$ cat src/atobs_regs.svh
// Register offsets, field positions, reset values and selector codes of the aux observe group.
// Assumes it is included by the design file and the bench; definitions only.
`ifndef ATOBS_REGS_SVH
`define ATOBS_REGS_SVH

// ----------------------------------------
// Offsets
// ----------------------------------------
`define ATOBS_ADDR_SRC_SEL   6'h38
`define ATOBS_ADDR_DAC_ONE   6'h39
`define ATOBS_ADDR_DAC_TWO   6'h3A
`define ATOBS_ADDR_SNAPSHOT  6'h3B
`define ATOBS_ADDR_RSVD_A    6'h3C
`define ATOBS_ADDR_RSVD_B    6'h3D
`define ATOBS_ADDR_RSVD_C    6'h3E
`define ATOBS_ADDR_RSVD_D    6'h3F

// ----------------------------------------
// Fields
// ----------------------------------------
`define ATOBS_FIRST_SRC_MSB  7
`define ATOBS_FIRST_SRC_LSB  4
`define ATOBS_SECOND_SRC_MSB 3
`define ATOBS_SECOND_SRC_LSB 0
`define ATOBS_DAC_MSB        5
`define ATOBS_DAC_ONE_PT_BIT 7

// ----------------------------------------
// Reset values
// ----------------------------------------
`define ATOBS_RST_SRC_SEL    8'h00
`define ATOBS_RST_DAC        6'h00
`define ATOBS_RST_RSVD_A     8'hFF
`define ATOBS_RST_RSVD_B     8'h00
`define ATOBS_RST_RSVD_C     8'h03
`define ATOBS_RST_RSVD_D     8'h00

// ----------------------------------------
// Selector codes
// ----------------------------------------
`define ATOBS_SEL_TRISTATE   4'h0
`define ATOBS_SEL_DAC        4'h1
`define ATOBS_SEL_CORR       4'h2
`define ATOBS_SEL_MINIMUM_LEVEL_SIGNAL   4'h4
`define ATOBS_SEL_CONV_I     4'h5
`define ATOBS_SEL_CONV_Q     4'h6
`define ATOBS_SEL_HIGH       4'hA
`define ATOBS_SEL_LOW        4'hB
`define ATOBS_SEL_TX_ACT     4'hC
`define ATOBS_SEL_RX_ACT     4'hD
`define ATOBS_SEL_SUBCARR    4'hE
`define ATOBS_SEL_TESTBUS    4'hF

`endif

$ cat src/atobs_pkg.sv
// Types of the aux observe group.
// Assumes atobs_regs.svh is on the include path.
package atobs_pkg;

   // Host register access, one byte at a time
   typedef struct packed {
      logic       wr;
      logic       rd;
      logic [5:0] addr;
      logic [7:0] wdata;
   } atobs_req_t;

   // Frame activity and analog test levels from the reader core
   typedef struct packed {
      logic       tx_active;
      logic       rx_active;
      logic       subcarrier;
      logic       correlator;
      logic       min_level;
      logic       test_bus_bit;
      logic [3:0] conv_i;
      logic [3:0] conv_q;
   } atobs_core_t;

   // Pin drive: select line for the analog mux, digital level, enable
   typedef struct packed {
      logic [3:0] src;
      logic       analog;
      logic       level;
      logic       oe;
   } atobs_pin_t;

   // Whole state of the block
   typedef struct packed {
      logic [7:0] src_sel;
      logic [6:0] dac_one;
      logic [5:0] dac_two;
      logic [7:0] rsvd_a;
      logic [7:0] rsvd_b;
      logic [7:0] rsvd_c;
      logic [7:0] rsvd_d;
      logic [7:0] rdata;
      logic       rvalid;
      logic [7:0] conv_s1;
      logic [7:0] conv_s2;
      logic [7:0] conv_s3;
      logic [7:0] snap;
      atobs_pin_t pin_one;
      atobs_pin_t pin_two;
   } atobs_state_t;

endpackage

$ cat src/atobs_aux_observe.sv
// Aux pin observe registers: source select, two test DAC codes, converter snapshot,
// production-test bytes. Assumes a host interface decoder that issues single-cycle
// byte reads and writes, and core activity strobes on clk.
`include "atobs_regs.svh"

module atobs_aux_observe (
   // Clock and reset
   input  wire logic                 clk,
   input  wire logic                 rstn,
   // Host register access
   input  wire atobs_pkg::atobs_req_t  req,
   output logic [7:0]                rdata,
   output logic                      rvalid,
   // Reader core observation inputs
   input  wire atobs_pkg::atobs_core_t core,
   // Pin drive and DAC codes
   output atobs_pkg::atobs_pin_t     first_observe_pin,
   output atobs_pkg::atobs_pin_t     second_observe_pin,
   output logic [5:0]                dac_one_code,
   output logic [5:0]                dac_two_code
);
   import atobs_pkg::*;

   atobs_state_t st_r;
   atobs_state_t st_nxt;

   // ----------------------------------------
   // Pin source decode
   // ----------------------------------------
   // Shared by both pins; the DAC code means DAC one on pin one and DAC two on pin two,
   // which the analog mux resolves from the pin it sits on.
   function automatic atobs_pin_t pin_drive(input logic [3:0] sel, input atobs_core_t c);
      atobs_pin_t p;
      p.src    = sel;
      p.analog = 1'b0;
      p.level  = 1'b0;
      p.oe     = 1'b1;
      case (sel)
         `ATOBS_SEL_TRISTATE: p.oe = 1'b0;
         `ATOBS_SEL_DAC, `ATOBS_SEL_CORR, `ATOBS_SEL_MINIMUM_LEVEL_SIGNAL,
         `ATOBS_SEL_CONV_I, `ATOBS_SEL_CONV_Q: begin
            p.analog = 1'b1;
         end
         `ATOBS_SEL_HIGH:    p.level = 1'b1;
         `ATOBS_SEL_LOW:     p.level = 1'b0;
         // Core strobes already carry rate-dependent framing
         `ATOBS_SEL_TX_ACT:  p.level = c.tx_active;
         `ATOBS_SEL_RX_ACT:  p.level = c.rx_active;
         `ATOBS_SEL_SUBCARR: p.level = c.subcarrier;
         `ATOBS_SEL_TESTBUS: p.level = c.test_bus_bit;
         // Reserved codes keep the pin off so a stray write cannot drive it
         default:            p.oe = 1'b0;
      endcase
      return p;
   endfunction

   // Codes that put an analog test source on the pin
   function automatic logic is_analog_code(input logic [3:0] sel);
      return sel inside {`ATOBS_SEL_DAC, `ATOBS_SEL_CORR, `ATOBS_SEL_MINIMUM_LEVEL_SIGNAL,
                         `ATOBS_SEL_CONV_I, `ATOBS_SEL_CONV_Q};
   endfunction

   // Held-back codes; the pin must stay off for them
   function automatic logic is_reserved_code(input logic [3:0] sel);
      return sel inside {4'h3, 4'h7, 4'h8, 4'h9};
   endfunction

   // ----------------------------------------
   // Next state
   // ----------------------------------------
   always_comb begin
      st_nxt        = st_r;
      st_nxt.rvalid = 1'b0;
      // Converter words come from the analog side: three flops, and a new word
      // counts only once the second and third stages agree, so a word caught
      // mid-change is never shown
      st_nxt.conv_s1 = {core.conv_i, core.conv_q};
      st_nxt.conv_s2 = st_r.conv_s1;
      st_nxt.conv_s3 = st_r.conv_s2;
      if (st_r.conv_s2 == st_r.conv_s3) begin
         st_nxt.snap = st_r.conv_s3;
      end
      if (req.wr) begin
         case (req.addr)
            `ATOBS_ADDR_SRC_SEL: st_nxt.src_sel = req.wdata;
            `ATOBS_ADDR_DAC_ONE: begin
               // Bit 7 belongs to production test and is kept; bit 6 is dropped
               st_nxt.dac_one = {req.wdata[`ATOBS_DAC_ONE_PT_BIT],
                                 req.wdata[`ATOBS_DAC_MSB:0]};
            end
            `ATOBS_ADDR_DAC_TWO: st_nxt.dac_two = req.wdata[5:0];
            `ATOBS_ADDR_RSVD_A:  st_nxt.rsvd_a  = req.wdata;
            `ATOBS_ADDR_RSVD_B:  st_nxt.rsvd_b  = req.wdata;
            `ATOBS_ADDR_RSVD_C:  st_nxt.rsvd_c  = req.wdata;
            `ATOBS_ADDR_RSVD_D:  st_nxt.rsvd_d  = req.wdata;
            default: ;
         endcase
      end
      if (req.rd) begin
         st_nxt.rvalid = 1'b1;
         case (req.addr)
            `ATOBS_ADDR_SRC_SEL: st_nxt.rdata = st_r.src_sel;
            `ATOBS_ADDR_DAC_ONE: begin
               // Bit 6 is future use and reads zero
               st_nxt.rdata = {st_r.dac_one[6], 1'b0, st_r.dac_one[5:0]};
            end
            `ATOBS_ADDR_DAC_TWO: st_nxt.rdata = {2'b00, st_r.dac_two};
            // A word that settles in this cycle is already shown
            `ATOBS_ADDR_SNAPSHOT: st_nxt.rdata = st_nxt.snap;
            `ATOBS_ADDR_RSVD_A:  st_nxt.rdata = st_r.rsvd_a;
            `ATOBS_ADDR_RSVD_B:  st_nxt.rdata = st_r.rsvd_b;
            `ATOBS_ADDR_RSVD_C:  st_nxt.rdata = st_r.rsvd_c;
            `ATOBS_ADDR_RSVD_D:  st_nxt.rdata = st_r.rsvd_d;
            default:             st_nxt.rdata = 8'h00;
         endcase
      end
      st_nxt.pin_one = pin_drive(st_nxt.src_sel[`ATOBS_FIRST_SRC_MSB:`ATOBS_FIRST_SRC_LSB],
                                 core);
      st_nxt.pin_two = pin_drive(st_nxt.src_sel[`ATOBS_SECOND_SRC_MSB:`ATOBS_SECOND_SRC_LSB],
                                 core);
   end

   // ----------------------------------------
   // State register
   // ----------------------------------------
   // DAC codes have no documented reset value; they are cleared for determinism.
   always_ff @(posedge clk or negedge rstn) begin
      if (!rstn) begin
         st_r.src_sel <= `ATOBS_RST_SRC_SEL;
         st_r.dac_one <= {1'b0, `ATOBS_RST_DAC};
         st_r.dac_two <= `ATOBS_RST_DAC;
         st_r.rsvd_a  <= `ATOBS_RST_RSVD_A;
         st_r.rsvd_b  <= `ATOBS_RST_RSVD_B;
         st_r.rsvd_c  <= `ATOBS_RST_RSVD_C;
         st_r.rsvd_d  <= `ATOBS_RST_RSVD_D;
         st_r.rdata   <= 8'h00;
         st_r.rvalid  <= 1'b0;
         st_r.conv_s1 <= 8'h00;
         st_r.conv_s2 <= 8'h00;
         st_r.conv_s3 <= 8'h00;
         st_r.snap    <= 8'h00;
         st_r.pin_one <= '0;
         st_r.pin_two <= '0;
      end else begin
         st_r <= st_nxt;
      end
   end

   assign rdata              = st_r.rdata;
   assign rvalid             = st_r.rvalid;
   assign first_observe_pin  = st_r.pin_one;
   assign second_observe_pin = st_r.pin_two;
   assign dac_one_code       = st_r.dac_one[5:0];
   assign dac_two_code       = st_r.dac_two;

   // ----------------------------------------
   // Checks
   // ----------------------------------------
   // Pins lag the select and the core levels by one clock, hence |=> and $past
   property p_src_write;
      @(posedge clk) disable iff (!rstn)
      (req.wr && req.addr == `ATOBS_ADDR_SRC_SEL) ##1 (req.rd && !req.wr
         && req.addr == `ATOBS_ADDR_SRC_SEL) |=> (rdata == $past(req.wdata, 2));
   endproperty
   a_src_write: assert property (p_src_write) else $error("source select readback wrong");

   property p_analog;
      @(posedge clk) disable iff (!rstn)
      (first_observe_pin.src == `ATOBS_SEL_DAC || first_observe_pin.src == `ATOBS_SEL_CONV_Q)
         |-> (first_observe_pin.analog && first_observe_pin.oe);
   endproperty
   a_analog: assert property (p_analog) else $error("analog route not enabled");

   property p_tristate;
      @(posedge clk) disable iff (!rstn)
      (second_observe_pin.src == `ATOBS_SEL_TRISTATE || second_observe_pin.src == 4'h7)
         |-> !second_observe_pin.oe;
   endproperty
   a_tristate: assert property (p_tristate) else $error("pin driven when off");

   property p_fixed;
      @(posedge clk) disable iff (!rstn)
      (first_observe_pin.src == `ATOBS_SEL_HIGH) |-> first_observe_pin.level
         && first_observe_pin.oe && !first_observe_pin.analog;
   endproperty
   a_fixed: assert property (p_fixed) else $error("high code not high");

   property p_tx;
      @(posedge clk) disable iff (!rstn)
      (st_nxt.src_sel[7:4] == `ATOBS_SEL_TX_ACT)
         |=> first_observe_pin.level == $past(core.tx_active);
   endproperty
   a_tx: assert property (p_tx) else $error("transmit strobe not followed");

   property p_rx;
      @(posedge clk) disable iff (!rstn)
      (st_nxt.src_sel[3:0] == `ATOBS_SEL_RX_ACT)
         |=> second_observe_pin.level == $past(core.rx_active);
   endproperty
   a_rx: assert property (p_rx) else $error("receive strobe not followed");

   property p_bus;
      @(posedge clk) disable iff (!rstn)
      (st_nxt.src_sel[7:4] == `ATOBS_SEL_TESTBUS)
         |=> first_observe_pin.level == $past(core.test_bus_bit);
   endproperty
   a_bus: assert property (p_bus) else $error("test bus bit not followed");

   property p_snap;
      @(posedge clk) disable iff (!rstn)
      (req.rd && req.addr == `ATOBS_ADDR_SNAPSHOT && st_r.conv_s2 == st_r.conv_s3)
         |=> rvalid && rdata == $past(st_r.conv_s3);
   endproperty
   a_snap: assert property (p_snap) else $error("snapshot read wrong");

   property p_rfu;
      @(posedge clk) disable iff (!rstn)
      (req.rd && req.addr == `ATOBS_ADDR_DAC_TWO) |=> rdata[7:6] == 2'b00 && rdata[6] == 1'b0;
   endproperty
   a_rfu: assert property (p_rfu) else $error("future-use bits not zero");

   property p_src_pins;
      @(posedge clk) disable iff (!rstn)
      (req.wr && req.addr == `ATOBS_ADDR_SRC_SEL)
         |=> first_observe_pin.src == $past(req.wdata[7:4])
         && second_observe_pin.src == $past(req.wdata[3:0]);
   endproperty
   a_src_pins: assert property (p_src_pins) else $error("select not on pins");

   property p_src_stable;
      @(posedge clk) disable iff (!rstn)
      (req.wr && req.addr != `ATOBS_ADDR_SRC_SEL)
         |=> $stable(first_observe_pin.src) && $stable(second_observe_pin.src);
   endproperty
   a_src_stable: assert property (p_src_stable) else $error("select changed");

   property p_analog_two;
      @(posedge clk) disable iff (!rstn)
      is_analog_code(second_observe_pin.src)
         |-> second_observe_pin.analog && second_observe_pin.oe;
   endproperty
   a_analog_two: assert property (p_analog_two) else $error("analog route off");

   property p_reserved_one;
      @(posedge clk) disable iff (!rstn)
      is_reserved_code(first_observe_pin.src)
         |-> !first_observe_pin.oe && !first_observe_pin.analog;
   endproperty
   a_reserved_one: assert property (p_reserved_one) else $error("reserved code drives pin");

   property p_low_two;
      @(posedge clk) disable iff (!rstn)
      (second_observe_pin.src == `ATOBS_SEL_LOW) |-> !second_observe_pin.level
         && second_observe_pin.oe && !second_observe_pin.analog;
   endproperty
   a_low_two: assert property (p_low_two) else $error("low code not low");

   property p_high_two;
      @(posedge clk) disable iff (!rstn)
      (second_observe_pin.src == `ATOBS_SEL_HIGH) |-> second_observe_pin.level
         && second_observe_pin.oe && !second_observe_pin.analog;
   endproperty
   a_high_two: assert property (p_high_two) else $error("high code not high");

   property p_tx_two;
      @(posedge clk) disable iff (!rstn)
      (st_nxt.src_sel[3:0] == `ATOBS_SEL_TX_ACT)
         |=> second_observe_pin.level == $past(core.tx_active);
   endproperty
   a_tx_two: assert property (p_tx_two) else $error("transmit strobe not followed");

   property p_rx_one;
      @(posedge clk) disable iff (!rstn)
      (st_nxt.src_sel[7:4] == `ATOBS_SEL_RX_ACT)
         |=> first_observe_pin.level == $past(core.rx_active);
   endproperty
   a_rx_one: assert property (p_rx_one) else $error("receive strobe not followed");

   property p_strobe_gate;
      @(posedge clk) disable iff (!rstn)
      (second_observe_pin.src == `ATOBS_SEL_RX_ACT && second_observe_pin.level)
         |-> $past(core.rx_active);
   endproperty
   a_strobe_gate: assert property (p_strobe_gate) else $error("strobe outside frame");

   property p_sub;
      @(posedge clk) disable iff (!rstn)
      (st_nxt.src_sel[7:4] == `ATOBS_SEL_SUBCARR)
         |=> first_observe_pin.level == $past(core.subcarrier);
   endproperty
   a_sub: assert property (p_sub) else $error("subcarrier flag not followed");

   property p_bus_two;
      @(posedge clk) disable iff (!rstn)
      (st_nxt.src_sel[3:0] == `ATOBS_SEL_TESTBUS)
         |=> second_observe_pin.level == $past(core.test_bus_bit);
   endproperty
   a_bus_two: assert property (p_bus_two) else $error("test bus bit not followed");

   property p_dac_one;
      @(posedge clk) disable iff (!rstn)
      (req.wr && req.addr == `ATOBS_ADDR_DAC_ONE)
         |=> dac_one_code == $past(req.wdata[5:0]);
   endproperty
   a_dac_one: assert property (p_dac_one) else $error("dac one code not taken");

   property p_dac_two;
      @(posedge clk) disable iff (!rstn)
      (req.wr && req.addr == `ATOBS_ADDR_DAC_TWO)
         |=> dac_two_code == $past(req.wdata[5:0]);
   endproperty
   a_dac_two: assert property (p_dac_two) else $error("dac two code not taken");

   property p_rfu_one;
      @(posedge clk) disable iff (!rstn)
      (req.rd && req.addr == `ATOBS_ADDR_DAC_ONE) |=> rdata[6] == 1'b0;
   endproperty
   a_rfu_one: assert property (p_rfu_one) else $error("dac one bit 6 not zero");

   property p_snap_stable;
      @(posedge clk) disable iff (!rstn)
      (st_r.conv_s2 != st_r.conv_s3) |=> $stable(st_r.snap);
   endproperty
   a_snap_stable: assert property (p_snap_stable) else $error("unsettled word taken");

   property p_read_answer;
      @(posedge clk) disable iff (!rstn)
      1'b1 |=> rvalid == $past(req.rd);
   endproperty
   a_read_answer: assert property (p_read_answer) else $error("read answer mistimed");

endmodule

$ cat config.mk
export PLATFORM = sky130hd
export DESIGN_NAME = atobs_aux_observe
export DESIGN_NICKNAME = d
export VERILOG_FILES = /design/src/atobs_pkg.sv /design/src/atobs_aux_observe.sv
export VERILOG_INCLUDE_DIRS = /design/src
export SDC_FILE = /design/constraint.sdc
export NUM_CORES = 1
export LEC_CHECK = 0
export CAP_MARGIN = 30
export CORE_MARGIN = 2
export CORE_UTILIZATION = 40
export DETAILED_ROUTE_END_ITERATION = 12
export DONT_BUFFER_PORTS = 1
export PLACE_DENSITY = 0.65
export RECOVER_POWER = 100
export SYNTH_ARGS = -nofsm -noshare
export SYNTH_HDL_FRONTEND = slang
export SYNTH_SLANG_ARGS = --single-unit
$ cat constraint.sdc
create_clock -name clk -period 2.1 [get_ports clk]
set_input_delay 0 -clock clk [delete_from_list [all_inputs] [get_ports clk]]
set_output_delay 0 -clock clk [all_outputs]
set_load 0.01 [all_outputs]
---- After elaboration in Yosys (flattened, before gate mapping) ----
Index checks and enable logic that the tools add are counted.
cells by class
  equality and inequality tests ........... 31
  muxes and demuxes ....................... 17
  reductions and logical operators ........ 10
operators by type and width
  kind                count
  $pmux 8 s8          1
  $mux 53             1
  $eq 4x4->1 const B  12
  $eq 6x6->1 const B  8
  $mux 8              6
  $eq 4x3->1 const B  6
  $reduce_or 11->1    2
  $reduce_and 2->1    6
  $pmux 1 s5          2
  $reduce_or 5->1     2
  $eq 4x1->1 const B  2
  $eq 4x2->1 const B  2
  $eq 8x8->1          1
  $mux 7              1
  $mux 6              1
  $mux 1              5
storage, ports and cells
  register bits ........................... 108
  input port bits ......................... 32
  output and inout bits ................... 35
  logic and storage cells ................. 79

---- Logic depth before layout (Yosys ltp) ----
  depth after elaboration ................. 6
  gate-level depth with buffers ........... 7
  depth with buffers taken out ............ 6

---- Worst setup path after synthesis ----
Ideal clock, no wire load.
  path type ............................... register to register
  start ................................... register st_r[29] (netlist bit)
  end ..................................... register rdata[0] (netlist name)
  library setup time ...................... 0.140 ns
  data arrival time ....................... 1.404 ns
  required time ........................... 1.960 ns
  path slack .............................. 0.556 ns
  stages on the path, launching flop included .. 6
  buffers on the path ..................... 0
  clock period less this slack ............ 1.544 ns
  cells stage by stage .................... dfrtp_1 -> xor2_1 -> nor4_1 -> nand2_1 -> mux2i_1 -> o221ai_1
between the ends
  word-level cells in the longest chain between the ends .. 3
RTL lines
  what                    RTL line                  source
  start, declared         atobs_aux_observe.sv:24   atobs_state_t st_r;
  start signal, assigned  atobs_aux_observe.sv:145  st_r <= st_nxt;
  $eq 8x8->1              atobs_aux_observe.sv:80   if (st_r.conv_s2 == st_r.conv_s3) begin
  $mux 8                  atobs_aux_observe.sv:80
  $pmux 8 s8              atobs_aux_observe.sv:101  case (req.addr)
No other way between the ends.
A chain may end at the register's enable or synchronous reset.

---- Final worst setup path ----
  start ................................... input port req[10] (netlist bit)
  end ..................................... register st_r, in the netlist dac_one_code[5]
between the ends
  word-level cells in the longest chain between the ends .. 2
RTL lines
  what                               RTL line                 source
  start, declared                    atobs_aux_observe.sv:11  input wire atobs_pkg::atobs_req_t req,
  $eq 6x6->1                         atobs_aux_observe.sv:84  case (req.addr)
  $reduce_and 2->1 (no source line)  --
No other way between the ends.

==> run summary <==
Critical Path Start Type = input port
Iteration-0 DRC Markers = 188
P_leak = 2.32 nW
Seq cells post-synth = 100
Slew Limit Fails = 0
Setup crit end kind = register
Worst-Margin Slew = 1050 ps
total iterations of the first detailed-routing run = 4
HPWL Detailed = 6.06 mm
Rel. slew slack = 29.9%
failing checks = negative hold slack
synthesized cell area = 4520 um^2
Die W = 110 um
Tmin final = 1990 ps
row count = 38
Synth area leaders = dfrtp_1 50%, mux2_2 9.7%, buf_4 6.2%, dfstp_2 5.8%, mux2i_1 4.2%
clk buf depth = 2
DRT antenna net count = 0
all-layer global routing usage = 16.3%
Layout Utilization = 44.9%
Initial Util = 41.3%
first-pass GRT wire length = 14.5 mm
routability-driven placement congestion ratio = 0.749
Residual DRC = 0
total wire length = 9.27 mm
FF-to-FF path depth = 4
DIE HEIGHT = 110 um
Worst-Skew Late Latency = 350 ps
drt via density = 5.33
outcome = finished, violations left
number of global-route vias before repair = 2,676
Hold WS = -657 ps
Synth area leader = dfrtp_1
Yosys cell types = 39
synthesized instance count = 338
clock skew = 9.94 ps
Area Overhead vs Synth = 8.81%
clock root cell = clkbuf_16
Buffers on Ports = 0
CTS tree = done
WP data arrival = 2230 ps
PwrDens = 931 nW/um^2
Resize count post-CTS = 0
total grt overflow = 0
Routed WL per cell = 19.3 um
DR vias = 2,565
f_max = 501 MHz
Setup CP Type = in -> reg
Post-DP Area = 4400 um^2
Num CTS Buffers = 9
# H-tree levels = 3
fin nets = 366
total setup buffers inserted after CTS = 0
Power, Total = 4.57 mW
Core Area = 10,900 um^2
initial antenna violation count = 1
largest net degree at the start of global routing = 101
syn_area_per_cell = 13.4 um^2
reg-to-reg slack, setup = 240 ps
share of layout cells above drive strength 1 = 22.1%
final-report hold violation count = 100
max cap viols = 0
clk sinks = 100
hold_buf cts = 25
worst IR drop on VDD = 0.000416 V
Filler Cells Inserted = 996
top cell type's share of synthesized area = 49.9%
r2r endpoint = second_observe_pin[1]
# IOs = 67
RR Startpoint = second_observe_pin[3]
Die ar. = 12,200 um^2
Setup-failing EPs final = 0
Ys Warns = 0
Clock transition at path regs = 70 ps
syn nets = 370
RSZ-0062 raised after global routing = no
WP data required = 2340 ps
worst min path class = in -> async
final worst-path cycle share = 95.0%
design area = 4910 um^2
Worst Path Max Fanout = 7
post-synthesis sequential area ratio = 55.7%
setup_tns = 0 ps
## state kept, by name, summed over array words and instances (netlist names)
name / cells
first_observe_pin: 7
second_observe_pin: 6
dac_one_code: 6
rvalid: 1
dac_two_code: 6
rdata: 8
st_r: 50
st_nxt: 16
## cell usage after synthesis
cell type and n:
buf_4 37, buf_6 1, nand2_1 20, o21ai_0 15, nand4_1 1, nand2b_1 2
nor3_1 2, clkbuf_1 1, mux2_2 39, inv_1 20, mux2i_4 3, nor2_1 4
buf_2 5, nand3b_4 1, o211ai_1 14, a31oi_1 4, mux2_4 2, a211oi_2 2
nand3b_1 1, nor4_1 2, inv_2 1, nor3b_2 1, nand3_1 1, a211oi_1 2
mux2i_2 1, o31ai_1 1, nor2b_1 7, a221oi_1 1, nand4_4 1, and4_1 1
a221oi_2 1, mux2i_1 19, xor2_1 8, a21oi_1 2, dfrtp_1 90, o221ai_1 6
nor4b_4 1, mux4_2 8, dfstp_2 10
## final cells by class
cell class / count / area [um^2] / share of cell area, %
clock buffers: 13 / 260 / 5.30
clock inverters: 3 / 68.8 / 1.40
well taps: 140 / 175 / 3.57
flip-flops and latches: 100 / 2510 / 51.2
repair buffers: 29 / 273 / 5.55
diodes: 2 / 5.00 / 0.102
multi-input cells: 173 / 1540 / 31.3
inverters: 21 / 78.8 / 1.60
## how the worst max path moves through the flow
stage / start / to / slack [ps] / cells past startpoint
floorplan: st_r[29] / rdata[0] / 560 / 5
global placement: st_r[29] / rdata[3] / 430 / 6
detailed placement: st_r[29] / rdata[1] / 300 / 6
CTS: req[10] / dac_one_code[5] / 100 / 4
global route: req[10] / dac_one_code[5] / 50 / 4
finish: req[10] / dac_one_code[5] / 110 / 4
## logic make-up (layout without fill, tap and decap cells)
family                 after synthesis  count (layout)  share of synthesized area [%]
buffers and inverters               65              66                           8.78
XOR/XNOR                             8               8                           1.55
flip-flops                         100             100                           55.7
multiplexers                        72              72                           20.4
AND/OR/NAND/NOR                     45              45                           6.07
AO/OA/AOI/OAI                       48              48                           7.51
other                                0               2                              0
## placed cells by master, fill, tap and decap left out, types with 2 or more instances in the layout
cell type | synthesis | layout
clkbuf_16 | 0 | 9
a221oi_1 | 1 | 2
o21ai_0 | 15 | 15
dlygate4sd3_1 | 0 | 25
nor4_1 | 2 | 2
xor2_1 | 8 | 8
nor3_1 | 2 | 2
mux2_1 | 0 | 3
bufinv_16 | 0 | 2
buf_4 | 37 | 2
mux4_2 | 8 | 8
inv_1 | 20 | 21
clkbuf_1 | 1 | 4
o211ai_1 | 14 | 14
nor2_1 | 4 | 4
clkbuf_8 | 0 | 2
a31oi_1 | 4 | 4
a21oi_1 | 2 | 2
o221ai_1 | 6 | 6
dfstp_2 | 10 | 10
mux2i_1 | 19 | 23
nand2b_1 | 2 | 2
nor2b_1 | 7 | 7
mux2_2 | 39 | 37
a211oi_1 | 2 | 4
nand2_1 | 20 | 20
dfrtp_1 | 90 | 90
diode_2 | 0 | 2
## routing by layer
layer	vias to the layer above	wire length [um]	track usage, %
li1	1167	-	-
met4	0	134	5.71
met2	61	4540	25.4
met5	-	0	0
met3	10	642	6.06
met1	1327	3950	21.1
## report_power, final
part,switching (mW),internal (mW),total (mW)
logic,0.187,0.240,0.427
registers,0.175,2.16,2.33
clock network,0.703,1.11,1.82
total,1.06,3.51,4.57
## worst max-delay path, stage by stage
cell and delay [ps]:
dlygate4sd3_1 650, nor4b_4 630, mux2_2 400, dlygate4sd3_1 550
## stage by stage
step | cells | setup WS, ps | hold WS, ps
floorplan | 338 | 556 | -296
global placement | 438 | 430 | -294
detailed placement | 438 | 295 | -293
CTS | 479 | 101 | -670
global route | 479 | 54.5 | -673
finish | 481 | 106 | -657
Note: power is estimated with default switching activity, not from simulation.
